===== src/rtl/sfe_pkg.sv =====
/*
  package for the serial flash erase and read-modify-write command sequencer (host end).
  assumes one system clock and a flash that answers on its serial output pin.
*/
package sfe_pkg;
  // ==========================================================================
  // register port
  localparam int          REG_ADDR_W      = 8;
  localparam int          REG_DATA_W      = 32;
  localparam logic [7:0]  REG_CTRL        = 8'h00;
  localparam logic [7:0]  REG_ADDR        = 8'h04;
  localparam logic [7:0]  REG_COUNT       = 8'h08;
  localparam logic [7:0]  REG_DATA        = 8'h0C;
  localparam logic [7:0]  REG_STAT        = 8'h10;
  // ==========================================================================
  // field positions
  localparam int          CTRL_KIND_LSB   = 0;
  localparam int          CTRL_MODE256    = 3;
  localparam int          CTRL_START      = 4;
  localparam int          CTRL_WP         = 5;
  localparam int          ADDR_OFF_LSB    = 16;
  localparam int          STAT_BUSY       = 0;
  localparam int          STAT_DONE       = 1;
  localparam int          STAT_EPE        = 2;
  localparam int          STAT_BYTE_LSB   = 8;
  localparam int          PAGE_W          = 10;
  localparam int          OFF_W           = 9;
  localparam int          IDX_W           = 9;
  // ==========================================================================
  // flash command bytes
  localparam logic [7:0]  OP_BLOCK        = 8'h50;
  localparam logic [7:0]  OP_SECTOR       = 8'h7C;
  localparam logic [7:0]  OP_RMW          = 8'h58;
  localparam logic [7:0]  CHIP_B0         = 8'hC7;
  localparam logic [7:0]  CHIP_B1         = 8'h94;
  localparam logic [7:0]  CHIP_B2         = 8'h80;
  localparam logic [7:0]  CHIP_B3         = 8'h9A;
  localparam logic [7:0]  OP_STATUS_DEF   = 8'hD7;
  localparam int          DEV_RDY_BIT     = 7;
  localparam int          DEV_EPE_BIT     = 5;
  localparam logic [8:0]  HDR_BYTES       = 9'h004;
  // ==========================================================================
  // types
  typedef enum logic [2:0] {
    KIND_BLOCK  = 3'b000,
    KIND_SECTOR = 3'b001,
    KIND_CHIP   = 3'b010,
    KIND_RMW    = 3'b011
  } sfe_kind_type;

  typedef enum logic [2:0] {
    ST_IDLE = 3'b000,
    ST_LOW  = 3'b001,
    ST_HIGH = 3'b010,
    ST_GAP  = 3'b011,
    ST_FIN  = 3'b100
  } sfe_state_type;

  typedef struct packed {
    logic [REG_ADDR_W-1:0] addr;
    logic [REG_DATA_W-1:0] wdata;
    logic                  wr;
    logic                  rd;
  } sfe_bus_req_type;

  typedef struct packed {
    logic cs_n;
    logic sck;
    logic si;
    logic wp_n;
  } sfe_pins_type;
endpackage


===== src/rtl/sfe_sequencer.sv =====
/*
  host-side sequencer that issues block erase, sector erase, chip erase and
  read-modify-write to a serial flash, then polls its status until ready.
  assumes spi mode 0, the flash driving its output on the falling clock edge,
  and software that writes the registers only while the sequencer is idle.
*/
// Added by the designer: strobed register access and the address map.
// Notes on behaviour
// - block erase 264: 50h, page bits 9..3
// - block erase 256: linear bits 17..11 only
// - sector 0a/0b erase 264: 7Ch, page 9..3
// - sectors 1-7 in 264: page 9..7 only
// - sector erase 256: linear 17..11 or 17..15
// - chip erase is exactly C7h 94h 80h 9Ah
// - nothing follows chip bytes; deselect starts it
// - modify 264: 58h, ten page, nine offset bits
// - modify 256: page 17..8, offset 7..0
// - deselect only on whole byte boundaries
module sfe_sequencer #(
  parameter int          DATA_DEPTH  = 264,
  parameter int          SCK_HALF    = 4,
  parameter logic [7:0]  OP_STATUS   = sfe_pkg::OP_STATUS_DEF
) (
  input  wire logic                            CLK_SYS_IN,
  input  wire logic                            RST_N_IN,
  input  wire sfe_pkg::sfe_bus_req_type        BUS_IN,
  output logic [sfe_pkg::REG_DATA_W-1:0]       RDATA_OUT,
  output sfe_pkg::sfe_pins_type                PINS_OUT,
  input  wire logic                            SO_IN
);
  import sfe_pkg::*;

  // ==========================================================================
  // registers and state
  sfe_kind_type          kind_q;
  logic                  mode256_q;
  logic                  wp_q;
  logic [PAGE_W-1:0]     page_q;
  logic [OFF_W-1:0]      off_q;
  logic [IDX_W-1:0]      count_q;
  logic [IDX_W-1:0]      wptr_q;
  logic [7:0]            data_q [DATA_DEPTH];
  sfe_state_type         state_q;
  logic [7:0]            tmr_q;
  logic [2:0]            bit_q;
  logic [IDX_W-1:0]      idx_q;
  logic [7:0]            shift_q;
  logic                  poll_q;
  logic                  done_q;
  logic [7:0]            stat_q;
  logic                  so_meta_q;
  logic                  so_q;
  sfe_pins_type          pins_q;
  logic [REG_DATA_W-1:0] rdata_q;

  logic                  busy;
  logic                  start_ok;
  logic                  half_end;
  logic [IDX_W-1:0]      total;
  logic [IDX_W-1:0]      nxt_idx;
  logic [7:0]            byte_first;
  logic [7:0]            byte_nxt;
  logic [7:0]            shift_n;
  logic [23:0]           addr_word;

  // ==========================================================================
  // address layout for each command and page-size mode
  function automatic logic [23:0] make_addr(input sfe_kind_type k, input logic m256,
                                            input logic [PAGE_W-1:0] pg_in,
                                            input logic [OFF_W-1:0] of_in);
    logic [PAGE_W-1:0] pg;
    logic [OFF_W-1:0]  of;
    pg = pg_in;
    of = of_in;
    unique case (k)
      KIND_BLOCK: begin
        pg[2:0] = 3'h0;
        of      = '0;
      end
      KIND_SECTOR: begin
        if (pg_in[9:7] == 3'h0) begin
          pg[2:0] = 3'h0;
        end else begin
          pg[6:0] = 7'h00;
        end
        of = '0;
      end
      default: begin
      end
    endcase
    if (m256) begin
      make_addr = {6'h00, pg, of[7:0]};
    end else begin
      make_addr = {5'h00, pg, of};
    end
  endfunction

  // byte sent at position i of the command frame
  function automatic logic [7:0] frame_byte(input sfe_kind_type k, input logic [IDX_W-1:0] i,
                                            input logic [23:0] a, input logic [7:0] d);
    frame_byte = d;
    if (k == KIND_CHIP) begin
      unique case (i[1:0])
        2'h0: frame_byte = CHIP_B0;
        2'h1: frame_byte = CHIP_B1;
        2'h2: frame_byte = CHIP_B2;
        2'h3: frame_byte = CHIP_B3;
      endcase
    end else if (i == 9'h000) begin
      frame_byte = (k == KIND_BLOCK) ? OP_BLOCK : (k == KIND_SECTOR) ? OP_SECTOR : OP_RMW;
    end else if (i == 9'h001) begin
      frame_byte = a[23:16];
    end else if (i == 9'h002) begin
      frame_byte = a[15:8];
    end else if (i == 9'h003) begin
      frame_byte = a[7:0];
    end
  endfunction

  // ==========================================================================
  // combinational helpers
  assign busy      = (state_q != ST_IDLE);
  assign half_end  = (tmr_q == 8'(SCK_HALF - 1));
  assign start_ok  = BUS_IN.wr && (BUS_IN.addr == REG_CTRL) && !busy &&
                     BUS_IN.wdata[CTRL_START] && (BUS_IN.wdata[2] == 1'b0);
  assign total     = (kind_q == KIND_RMW) ? HDR_BYTES + count_q : HDR_BYTES;
  assign nxt_idx   = idx_q + 9'h001;
  assign addr_word = make_addr(kind_q, mode256_q, page_q, off_q);
  assign shift_n   = {shift_q[6:0], so_q};
  assign byte_nxt  = frame_byte(kind_q, nxt_idx, addr_word,
                                data_q[IDX_W'(nxt_idx - HDR_BYTES) % DATA_DEPTH]);
  assign byte_first = frame_byte(sfe_kind_type'(BUS_IN.wdata[2:0]), 9'h000,
                                 make_addr(sfe_kind_type'(BUS_IN.wdata[2:0]),
                                           BUS_IN.wdata[CTRL_MODE256], page_q, off_q),
                                 8'h00);

  // ==========================================================================
  // input synchroniser: the flash output is asynchronous to our clock
  always_ff @(posedge CLK_SYS_IN or negedge RST_N_IN) begin
    if (!RST_N_IN) begin
      so_meta_q <= 1'b0;
      so_q      <= 1'b0;
    end else begin
      so_meta_q <= SO_IN;
      so_q      <= so_meta_q;
    end
  end

  // ==========================================================================
  // configuration registers; frozen while a command runs
  always_ff @(posedge CLK_SYS_IN or negedge RST_N_IN) begin
    if (!RST_N_IN) begin
      kind_q    <= KIND_BLOCK;
      mode256_q <= 1'b0;
      wp_q      <= 1'b0;
      page_q    <= '0;
      off_q     <= '0;
      count_q   <= '0;
    end else if (BUS_IN.wr && !busy) begin
      if (BUS_IN.addr == REG_CTRL) begin
        if (BUS_IN.wdata[2] == 1'b0) begin
          kind_q <= sfe_kind_type'(BUS_IN.wdata[2:0]);
        end
        mode256_q <= BUS_IN.wdata[CTRL_MODE256];
        wp_q      <= BUS_IN.wdata[CTRL_WP];
      end else if (BUS_IN.addr == REG_ADDR) begin
        page_q <= BUS_IN.wdata[PAGE_W-1:0];
        off_q  <= BUS_IN.wdata[ADDR_OFF_LSB +: OFF_W];
      end else if (BUS_IN.addr == REG_COUNT) begin
        count_q <= (BUS_IN.wdata[IDX_W-1:0] > IDX_W'(DATA_DEPTH)) ?
                   IDX_W'(DATA_DEPTH) : BUS_IN.wdata[IDX_W-1:0];
      end
    end
  end

  // ==========================================================================
  // data bytes for read-modify-write; count write rewinds the fill pointer
  always_ff @(posedge CLK_SYS_IN or negedge RST_N_IN) begin
    if (!RST_N_IN) begin
      wptr_q <= '0;
    end else if (BUS_IN.wr && !busy && BUS_IN.addr == REG_COUNT) begin
      wptr_q <= '0;
    end else if (BUS_IN.wr && !busy && BUS_IN.addr == REG_DATA &&
                 wptr_q < IDX_W'(DATA_DEPTH)) begin
      wptr_q <= wptr_q + 9'h001;
    end
  end

  always_ff @(posedge CLK_SYS_IN) begin
    if (BUS_IN.wr && !busy && BUS_IN.addr == REG_DATA && wptr_q < IDX_W'(DATA_DEPTH)) begin
      data_q[wptr_q] <= BUS_IN.wdata[7:0];
    end
  end

  // ==========================================================================
  // read port: data stand only in the cycle after the strobe
  always_ff @(posedge CLK_SYS_IN or negedge RST_N_IN) begin
    if (!RST_N_IN) begin
      rdata_q <= '0;
    end else begin
      rdata_q <= '0;
      if (BUS_IN.rd) begin
        unique case (BUS_IN.addr)
          REG_CTRL:  rdata_q <= {26'h0, wp_q, 1'b0, mode256_q, kind_q};
          REG_ADDR:  rdata_q <= {7'h00, off_q, 6'h00, page_q};
          REG_COUNT: rdata_q <= {23'h0, count_q};
          REG_STAT:  rdata_q <= {16'h0000, stat_q, 5'h00, stat_q[DEV_EPE_BIT], done_q, busy};
          default:   rdata_q <= '0;
        endcase
      end
    end
  end

  // ==========================================================================
  // serial engine: command frame, deselect gap, then status polling
  always_ff @(posedge CLK_SYS_IN or negedge RST_N_IN) begin
    if (!RST_N_IN) begin
      state_q <= ST_IDLE;
      tmr_q   <= '0;
      bit_q   <= '0;
      idx_q   <= '0;
      shift_q <= '0;
      poll_q  <= 1'b0;
      done_q  <= 1'b0;
      stat_q  <= '0;
      pins_q  <= '{cs_n: 1'b1, sck: 1'b0, si: 1'b0, wp_n: 1'b1};
    end else begin
      pins_q.wp_n <= !wp_q;  // flash itself defers protection
      unique case (state_q)
        ST_IDLE: begin
          if (start_ok) begin
            done_q      <= 1'b0;
            idx_q       <= '0;
            bit_q       <= '0;
            tmr_q       <= '0;
            poll_q      <= 1'b0;
            shift_q     <= byte_first;
            pins_q.si   <= byte_first[7];
            pins_q.cs_n <= 1'b0;
            state_q     <= ST_LOW;
          end
        end
        ST_LOW: begin
          tmr_q <= half_end ? 8'h00 : tmr_q + 8'h01;
          if (half_end) begin
            pins_q.sck <= 1'b1;
            state_q    <= ST_HIGH;
          end
        end
        ST_HIGH: begin
          tmr_q <= half_end ? 8'h00 : tmr_q + 8'h01;
          if (half_end) begin
            pins_q.sck <= 1'b0;
            bit_q      <= bit_q + 3'h1;
            state_q    <= ST_LOW;
            shift_q    <= shift_n;
            pins_q.si  <= shift_n[7];
            if (bit_q == 3'h7) begin
              if (!poll_q && nxt_idx == total) begin
                pins_q.cs_n <= 1'b1;  // deselect only after the last whole byte
                state_q     <= ST_GAP;
              end else if (!poll_q) begin
                idx_q     <= nxt_idx;
                shift_q   <= byte_nxt;
                pins_q.si <= byte_nxt[7];
              end else begin
                idx_q     <= 9'h001;
                shift_q   <= 8'h00;
                pins_q.si <= 1'b0;
                if (idx_q != 9'h000) begin
                  stat_q <= shift_n;
                  if (shift_n[DEV_RDY_BIT]) begin
                    pins_q.cs_n <= 1'b1;  // ready seen, command complete
                    state_q     <= ST_FIN;
                  end
                end
              end
            end
          end
        end
        ST_GAP: begin
          tmr_q <= half_end ? 8'h00 : tmr_q + 8'h01;
          if (half_end) begin
            pins_q.cs_n <= 1'b0;
            poll_q      <= 1'b1;
            idx_q       <= '0;
            shift_q     <= OP_STATUS;
            pins_q.si   <= OP_STATUS[7];
            state_q     <= ST_LOW;
          end
        end
        ST_FIN: begin
          tmr_q   <= half_end ? 8'h00 : tmr_q + 8'h01;
          if (half_end) begin
            done_q  <= 1'b1;
            state_q <= ST_IDLE;
          end
        end
        default: begin
          state_q <= ST_IDLE;
        end
      endcase
    end
  end

  assign PINS_OUT  = pins_q;
  assign RDATA_OUT = rdata_q;
endmodule


===== config.mk =====
export PLATFORM = sky130hd
export DESIGN_NAME = sfe_sequencer
export DESIGN_NICKNAME = d
export VERILOG_FILES = /design/src/rtl/sfe_pkg.sv /design/src/rtl/sfe_sequencer.sv
export SDC_FILE = /design/constraint.sdc
export NUM_CORES = 2
export LEC_CHECK = 0
export BUFFER_PORTS_ARGS = -buffer_cell sky130_fd_sc_hd__buf_2
export CORE_ASPECT_RATIO = 1.75
export CORE_UTILIZATION = 30
export DETAILED_ROUTE_END_ITERATION = 8
export GPL_ROUTABILITY_DRIVEN = 0
export PLACE_DENSITY = 0.53
export RECOVER_POWER = 25
export SYNTH_ARGS = -nofsm -noshare
export SYNTH_HDL_FRONTEND = slang
export SYNTH_SLANG_ARGS = --single-unit

===== constraint.sdc =====
create_clock -name CLK_SYS_IN -period 5.2 [get_ports CLK_SYS_IN]
set_clock_uncertainty 0.15 [all_clocks]
set_input_delay 0.26 -clock CLK_SYS_IN [delete_from_list [all_inputs] [get_ports CLK_SYS_IN]]
set_output_delay 0.26 -clock CLK_SYS_IN [all_outputs]
set_load 0.02 [all_outputs]

======== Word-level counts from Yosys, hierarchy flattened ========
Memories as Yosys holds them, arrays and structs flattened.
Cells that the tools add are included.
storage, ports and cells
  register bits after elaboration ......... 119
  bits in writable memories ............... 2112
  memories kept ........................... 1
memories
  memory  depth  bits a word  read ports  clocked after Yosys merged registers in  write ports  RTL line             text
  data_q  264    8            1           0                                        1            sfe_sequencer.sv:42  logic [7:0] data_q [DATA_DEPTH];
operators by class
  $add $sub $neg .......................... 6
  divide/modulo/power cells ............... 1
  magnitude comparators ................... 2
  equality and inequality tests ........... 32
  mux-type cells .......................... 73
  bitwise operators ....................... 4
  reductions and logical operators ........ 44
operator list
  cell                  number
  $pmux 25 s4           1
  $mux 9                11
  $mux 8                8
  $mux 3                14
  $mux 7                6
  $mod 9x9->32 const B  1
  $pmux 8 s4            1
  $pmux 9 s3            1
  $mux 25               1
  $mux 6                4
  $pmux 7 s3            1
  $mux 19               1
  $add 9x1->9 const B   2
  $eq 9x2->1 const B    2
  $reduce_and 3->1      6
  $eq 8x4->1 const B    2
  $pmux 8 s2            1
  $pmux 3 s5            1
  $mux 1                14
  $ne 2x2->1 const B    7
  $logic_not 3->1       4
  $reduce_and 6->1      2
  $reduce_bool 2->1     6
  $add 3x9->9 const A   1
  34 further kinds      64

======== Depth between registers and ports, before layout ========
  word-level depth ........................ 14
  mapped depth ............................ 25

======== Least setup slack after synthesis ========
No wires, ideal clock.
  path kind ............................... reg2reg
  start ................................... reg idx_q[0]
  end ..................................... reg shift_q[1]
  data arrival time ....................... 4.603 ns
  required time ........................... 4.916 ns
  path slack .............................. 0.313 ns
  stages on the path, launching flop included .. 23
  path buffers ............................ 5
  clock period less this slack ............ 4.887 ns
  cell sequence ........................... dfrtp_1 ha_1 buf_4 xnor2_1 inv_1 clkbuf_1 clkbuf_1 buf_2 ha_1 nor2_1 nand4_1 ha_1 nor2_1 and3_1 a2111o_1 nor2_4 buf_6 mux2_2 o211ai_1 a21boi_0 a2111oi_0 a31o_1 a21oi_1
between the ends
  word-level cells in the longest chain between the ends .. 14
  elaborated cells on any way between the ends .. 25
RTL lines
  element                 RTL line              text
  start, declared         sfe_sequencer.sv:46   logic [IDX_W-1:0] idx_q;
  start signal, assigned  sfe_sequencer.sv:263  idx_q <= nxt_idx;
  $add 9x1->9 *           sfe_sequencer.sv:127  assign nxt_idx = idx_q + 9'h001;
  $sub 9x3->9             sfe_sequencer.sv:131  data_q[IDX_W'(nxt_idx - HDR_BYTES) % DATA_DEPTH]);
  $mod 9x9->32            sfe_sequencer.sv:131
  $mem_v2 264x8           -
  $mux 8                  sfe_sequencer.sv:115  end else if (i == 9'h003) begin
  $mux 8                  sfe_sequencer.sv:113  end else if (i == 9'h002) begin
  $mux 8                  sfe_sequencer.sv:111  end else if (i == 9'h001) begin
  $mux 8                  sfe_sequencer.sv:109  end else if (i == 9'h000) begin
  $mux 8                  sfe_sequencer.sv:102  if (k == KIND_CHIP) begin
  $mux 7                  sfe_sequencer.sv:262  end else if (!poll_q) begin
  $mux 7 *                sfe_sequencer.sv:259  if (!poll_q && nxt_idx == total) begin
  $mux 7 *                sfe_sequencer.sv:258  if (bit_q == 3'h7) begin
  $mux 7 *                sfe_sequencer.sv:252  if (half_end) begin
  $pmux 7 s3 *            sfe_sequencer.sv:229  unique case (state_q)
  end signal, assigned    sfe_sequencer.sv:237  shift_q <= byte_first;
  end signal, assigned    sfe_sequencer.sv:256  shift_q <= shift_n;
  end signal, assigned    sfe_sequencer.sv:264  shift_q <= byte_nxt;
  end, declared           sfe_sequencer.sv:47   logic [7:0] shift_q;
Every way passes the cells marked *; elsewhere a longest branch is shown, timed or not. The select of a mux whose other input is x is not followed.
A chain may end at the register's enable or synchronous reset.

======== Final worst setup path ========
  start ................................... reg idx_q[0]
  end ..................................... reg shift_q[5]
Same word-level chain as after synthesis.

==> results.toml <==
[routing]
drtIter0Drc = 4470
firstDrtPassIters = 6
ant_nets = 0
drc_errors = 0
routed_wl_um = 272100
vias = 48220
route.detailed.vias_per_inst = 5.164
wl_per_cell_um = 29.14

[worst_setup_path]
cp.arrival_ps = 5720
cp_max_fo = 11
path_class = "flop to flop"
critPathCaptureType = "flop"
cp-start-kind = "flop"
worstPathRequired_ps = 5770

[synthesis]
synth_cell_types = 96
yosys-top-cells-count = "edfxtp_1, mux4_2, nand2_1"
synthAdderAreaFrac_pct = 0.2461
synthSimpleGateAreaFrac_pct = 5.566
synth_edf_count = 2112
netlist_instances = 4788
ys_seq_area_share_pct = 74.03
synth_seq_cells = 2224
synth.avg_cell_area_um2 = 18.68
yosysMostFrequentCell = "edfxtp_1"
synth_ff_type = "edfxtp_1"
synthArstFlopShare_pct = 5.036
synth-xor-area-share_pct = 0.4126
syn_area_um2 = 89460
ys_top_cells_by_area = "edfxtp_1, mux4_2, dfrtp_1"
synth_top_family_by_area = "multiplexers"
synthMuxAreaShare_pct = 15.22
ys_warn_count = 0
synth_top_area_share_pct = 70.89
synth_top_area_cell = "edfxtp_1"
synth_compound_area_share_pct = 2.915

[power_and_ir_drop]
p_int_uw = 27420
total_power_uw = 34340
power.switching_uw = 6926
p_leak_uw = 0.03294
combPwrFrac_pct = 1.1
power_density_nw_per_um2 = 328.5
seq_power_share_pct = 57.1
clkPwrFrac_pct = 41.8
vdd_drop_max_mv = 0.2852
netSwitchingFraction_pct = 20.17

[timing]
drv_slew = 1086
hold_viol = 0
period_needed_ps = 5150
finalSetupViolCount = 0
worst_slew_pin_slew_ps = 4163
timing.hold.ws_ps = 50.26
slew_headroom_pct = -177.5
max_freq_mhz = 194.2
fin_crit_sh_pct = 99.04

[place]
placed_cells = 8932
dp_hpwl_um = 182600
port_buffers = 60

[clocking]
htree_levels = 4
cts_tree = "done"
clk_latency_ps = 850
clkSinkCount = 2224
cts_buffers = 193
clk_pin_slew_ps = 80
ctsLongestPathBuffers = 4
cts_root_buf = "clkbuf_16"

[run]
maxCapViolCount = 16

[worst_hold_path]
hp-class = "primary input to flop"

[die]
die_w_um = 414.8
num_rows = 264
ioPinCount = 81
die_h_um = 724.4
dieArea_um2 = 300500
start_util_pct = 30.23
core_um2 = 296000

[global_routing]
antenna_found_initial = 3
grt_use_total_pct = 17.85
grt_max_degree = 162
grt_pass1_vias = 49900
overflow = 0
grt_pass1_wl_um = 383200

[cells_and_area]
finalNonFillerCells = 9337
finalNetCount = 5386
final_layout_size_suffix_gt1_share_pct = 27.06
areaGrowthSynthToFinish_pct = 16.84

[outcome]
violations = "max-capacitance violations, max-slew violations"
status = "finished, violations left"
[sequential cells by signal, indices dropped and copies added, names as in the netlist, 4 cells and up]
name       flops
data_q      2112
RDATA_OUT     25
page_q        10
count_q        9
idx_q          9
off_q          9
wptr_q         9
stat_q         8
tmr_q          8
shift_q        7
PINS_OUT       4
[path summary, 6_finish.rpt]
kind / start / endpoint / slack (ps) / depth (start not counted)
setup / recovery: idx_q[0] / shift_q[5] / 50 / 21
hold / removal: BUS_IN[24] / off_q[6] / 50 / 3
setup reg to reg: idx_q[0] / shift_q[5] / 50 / 21
hold reg to reg: so_meta_q / so_q / 220 / 0
max in group asynchronous: RST_N_IN / idx_q[0] / 1020 / 4
min in group asynchronous: RST_N_IN / PINS_OUT[3] / 540 / 3
[cells in the final DEF, fill, tap and decap left out, types with 35 or more instances in the layout]
cell	instances
mux4_2	530
edfxtp_1	2112
a31oi_1	35
mux2i_1	109
buf_4	461
clkbuf_16	196
o21ai_0	72
clkbuf_1	47
buf_12	45
clkinv_1	45
nand4_1	39
and3_1	48
dfrtp_1	109
mux2_2	48
nor2_1	358
nand2_1	430
buf_2	51
a21oi_1	59
dlygate4sd3_1	46
nand3_1	149
[through the flow]
stage               util (%)  worst slack [ps]  setup TNS, ps  area, um2
global placement       33.07            -185.9         -615.8      97880
CTS                    35.32             2.964              0     104500
detailed placement     33.07            -308.9         -721.9      97880
global route           35.31            -15.62         -59.80     104500
finish                 35.32             50.06              0     104500
floorplan                  -             313.2              0      89490
[power groups by stage]
stage	sequential (uW)	clock (uW)	combinational, uW
2_1_floorplan	20000	0	22.1
3_3_place_gp	20000	0	373
3_5_place_dp	20000	0	395
4_1_cts	19600	14600	419
5_1_grt	19600	15100	424
6_report	19600	14300	394
[worst max-delay path: stages (launching register included)]
cell       delay (ps)
dfrtp_4           480
ha_1              260
a311o_1           330
nor2_2            130
o2111ai_2         180
xnor2_2           190
inv_1             150
ha_4              190
nor2_1             60
and3_1            220
a2111o_1          410
nor2_4            190
buf_12            180
buf_4             190
buf_4             160
nand3_1            70
a32oi_1           410
buf_4             180
and4b_1           420
buf_4             180
nand4b_1          150
a31oi_1            90
[metal layers]
| layer | track usage (%) | vias to the layer above | part of all wire [%] |
|---|---|---|---|
| met3 | 1.741 | 516 | 4.1 |
| met1 | 19.24 | 25780 | 35 |
| met4 | 10.39 | 2 | 6.8 |
| met5 | 0 | - | 0.0048 |
| li1 | - | 20360 | - |
| met2 | 33.72 | 1559 | 54 |
[cell families after synthesis]
kind of cell	count (synthesis)
buffers and inverters	307
xor gates and xnor gates	38
DFF	2224
muxes	692
AOI/OAI and AO/OA	372
other	1
and+or+nand+nor	1136
adders and majority gates	18
[timing repair]
action                     4_1_cts  5_1_grt
resized for setup               14       18
hold buffers                    47        0
gates cloned                     0        0
hold endpoints to repair       504        0
pin swaps                        1        1
setup buffers                    4        5
setup endpoints to repair        6        8
[cell type report]
type,instances,area [um2]
antenna,6,15.01
clock inverter,114,1030
timing repair buffer,624,5196
fill,27710,191400
tap,3857,4826
sequential,2224,66230
inverter,19,71.32
multi-input combinational,2263,22130
clock buffer,230,5032
Note: power is estimated with default switching activity, not from simulation.
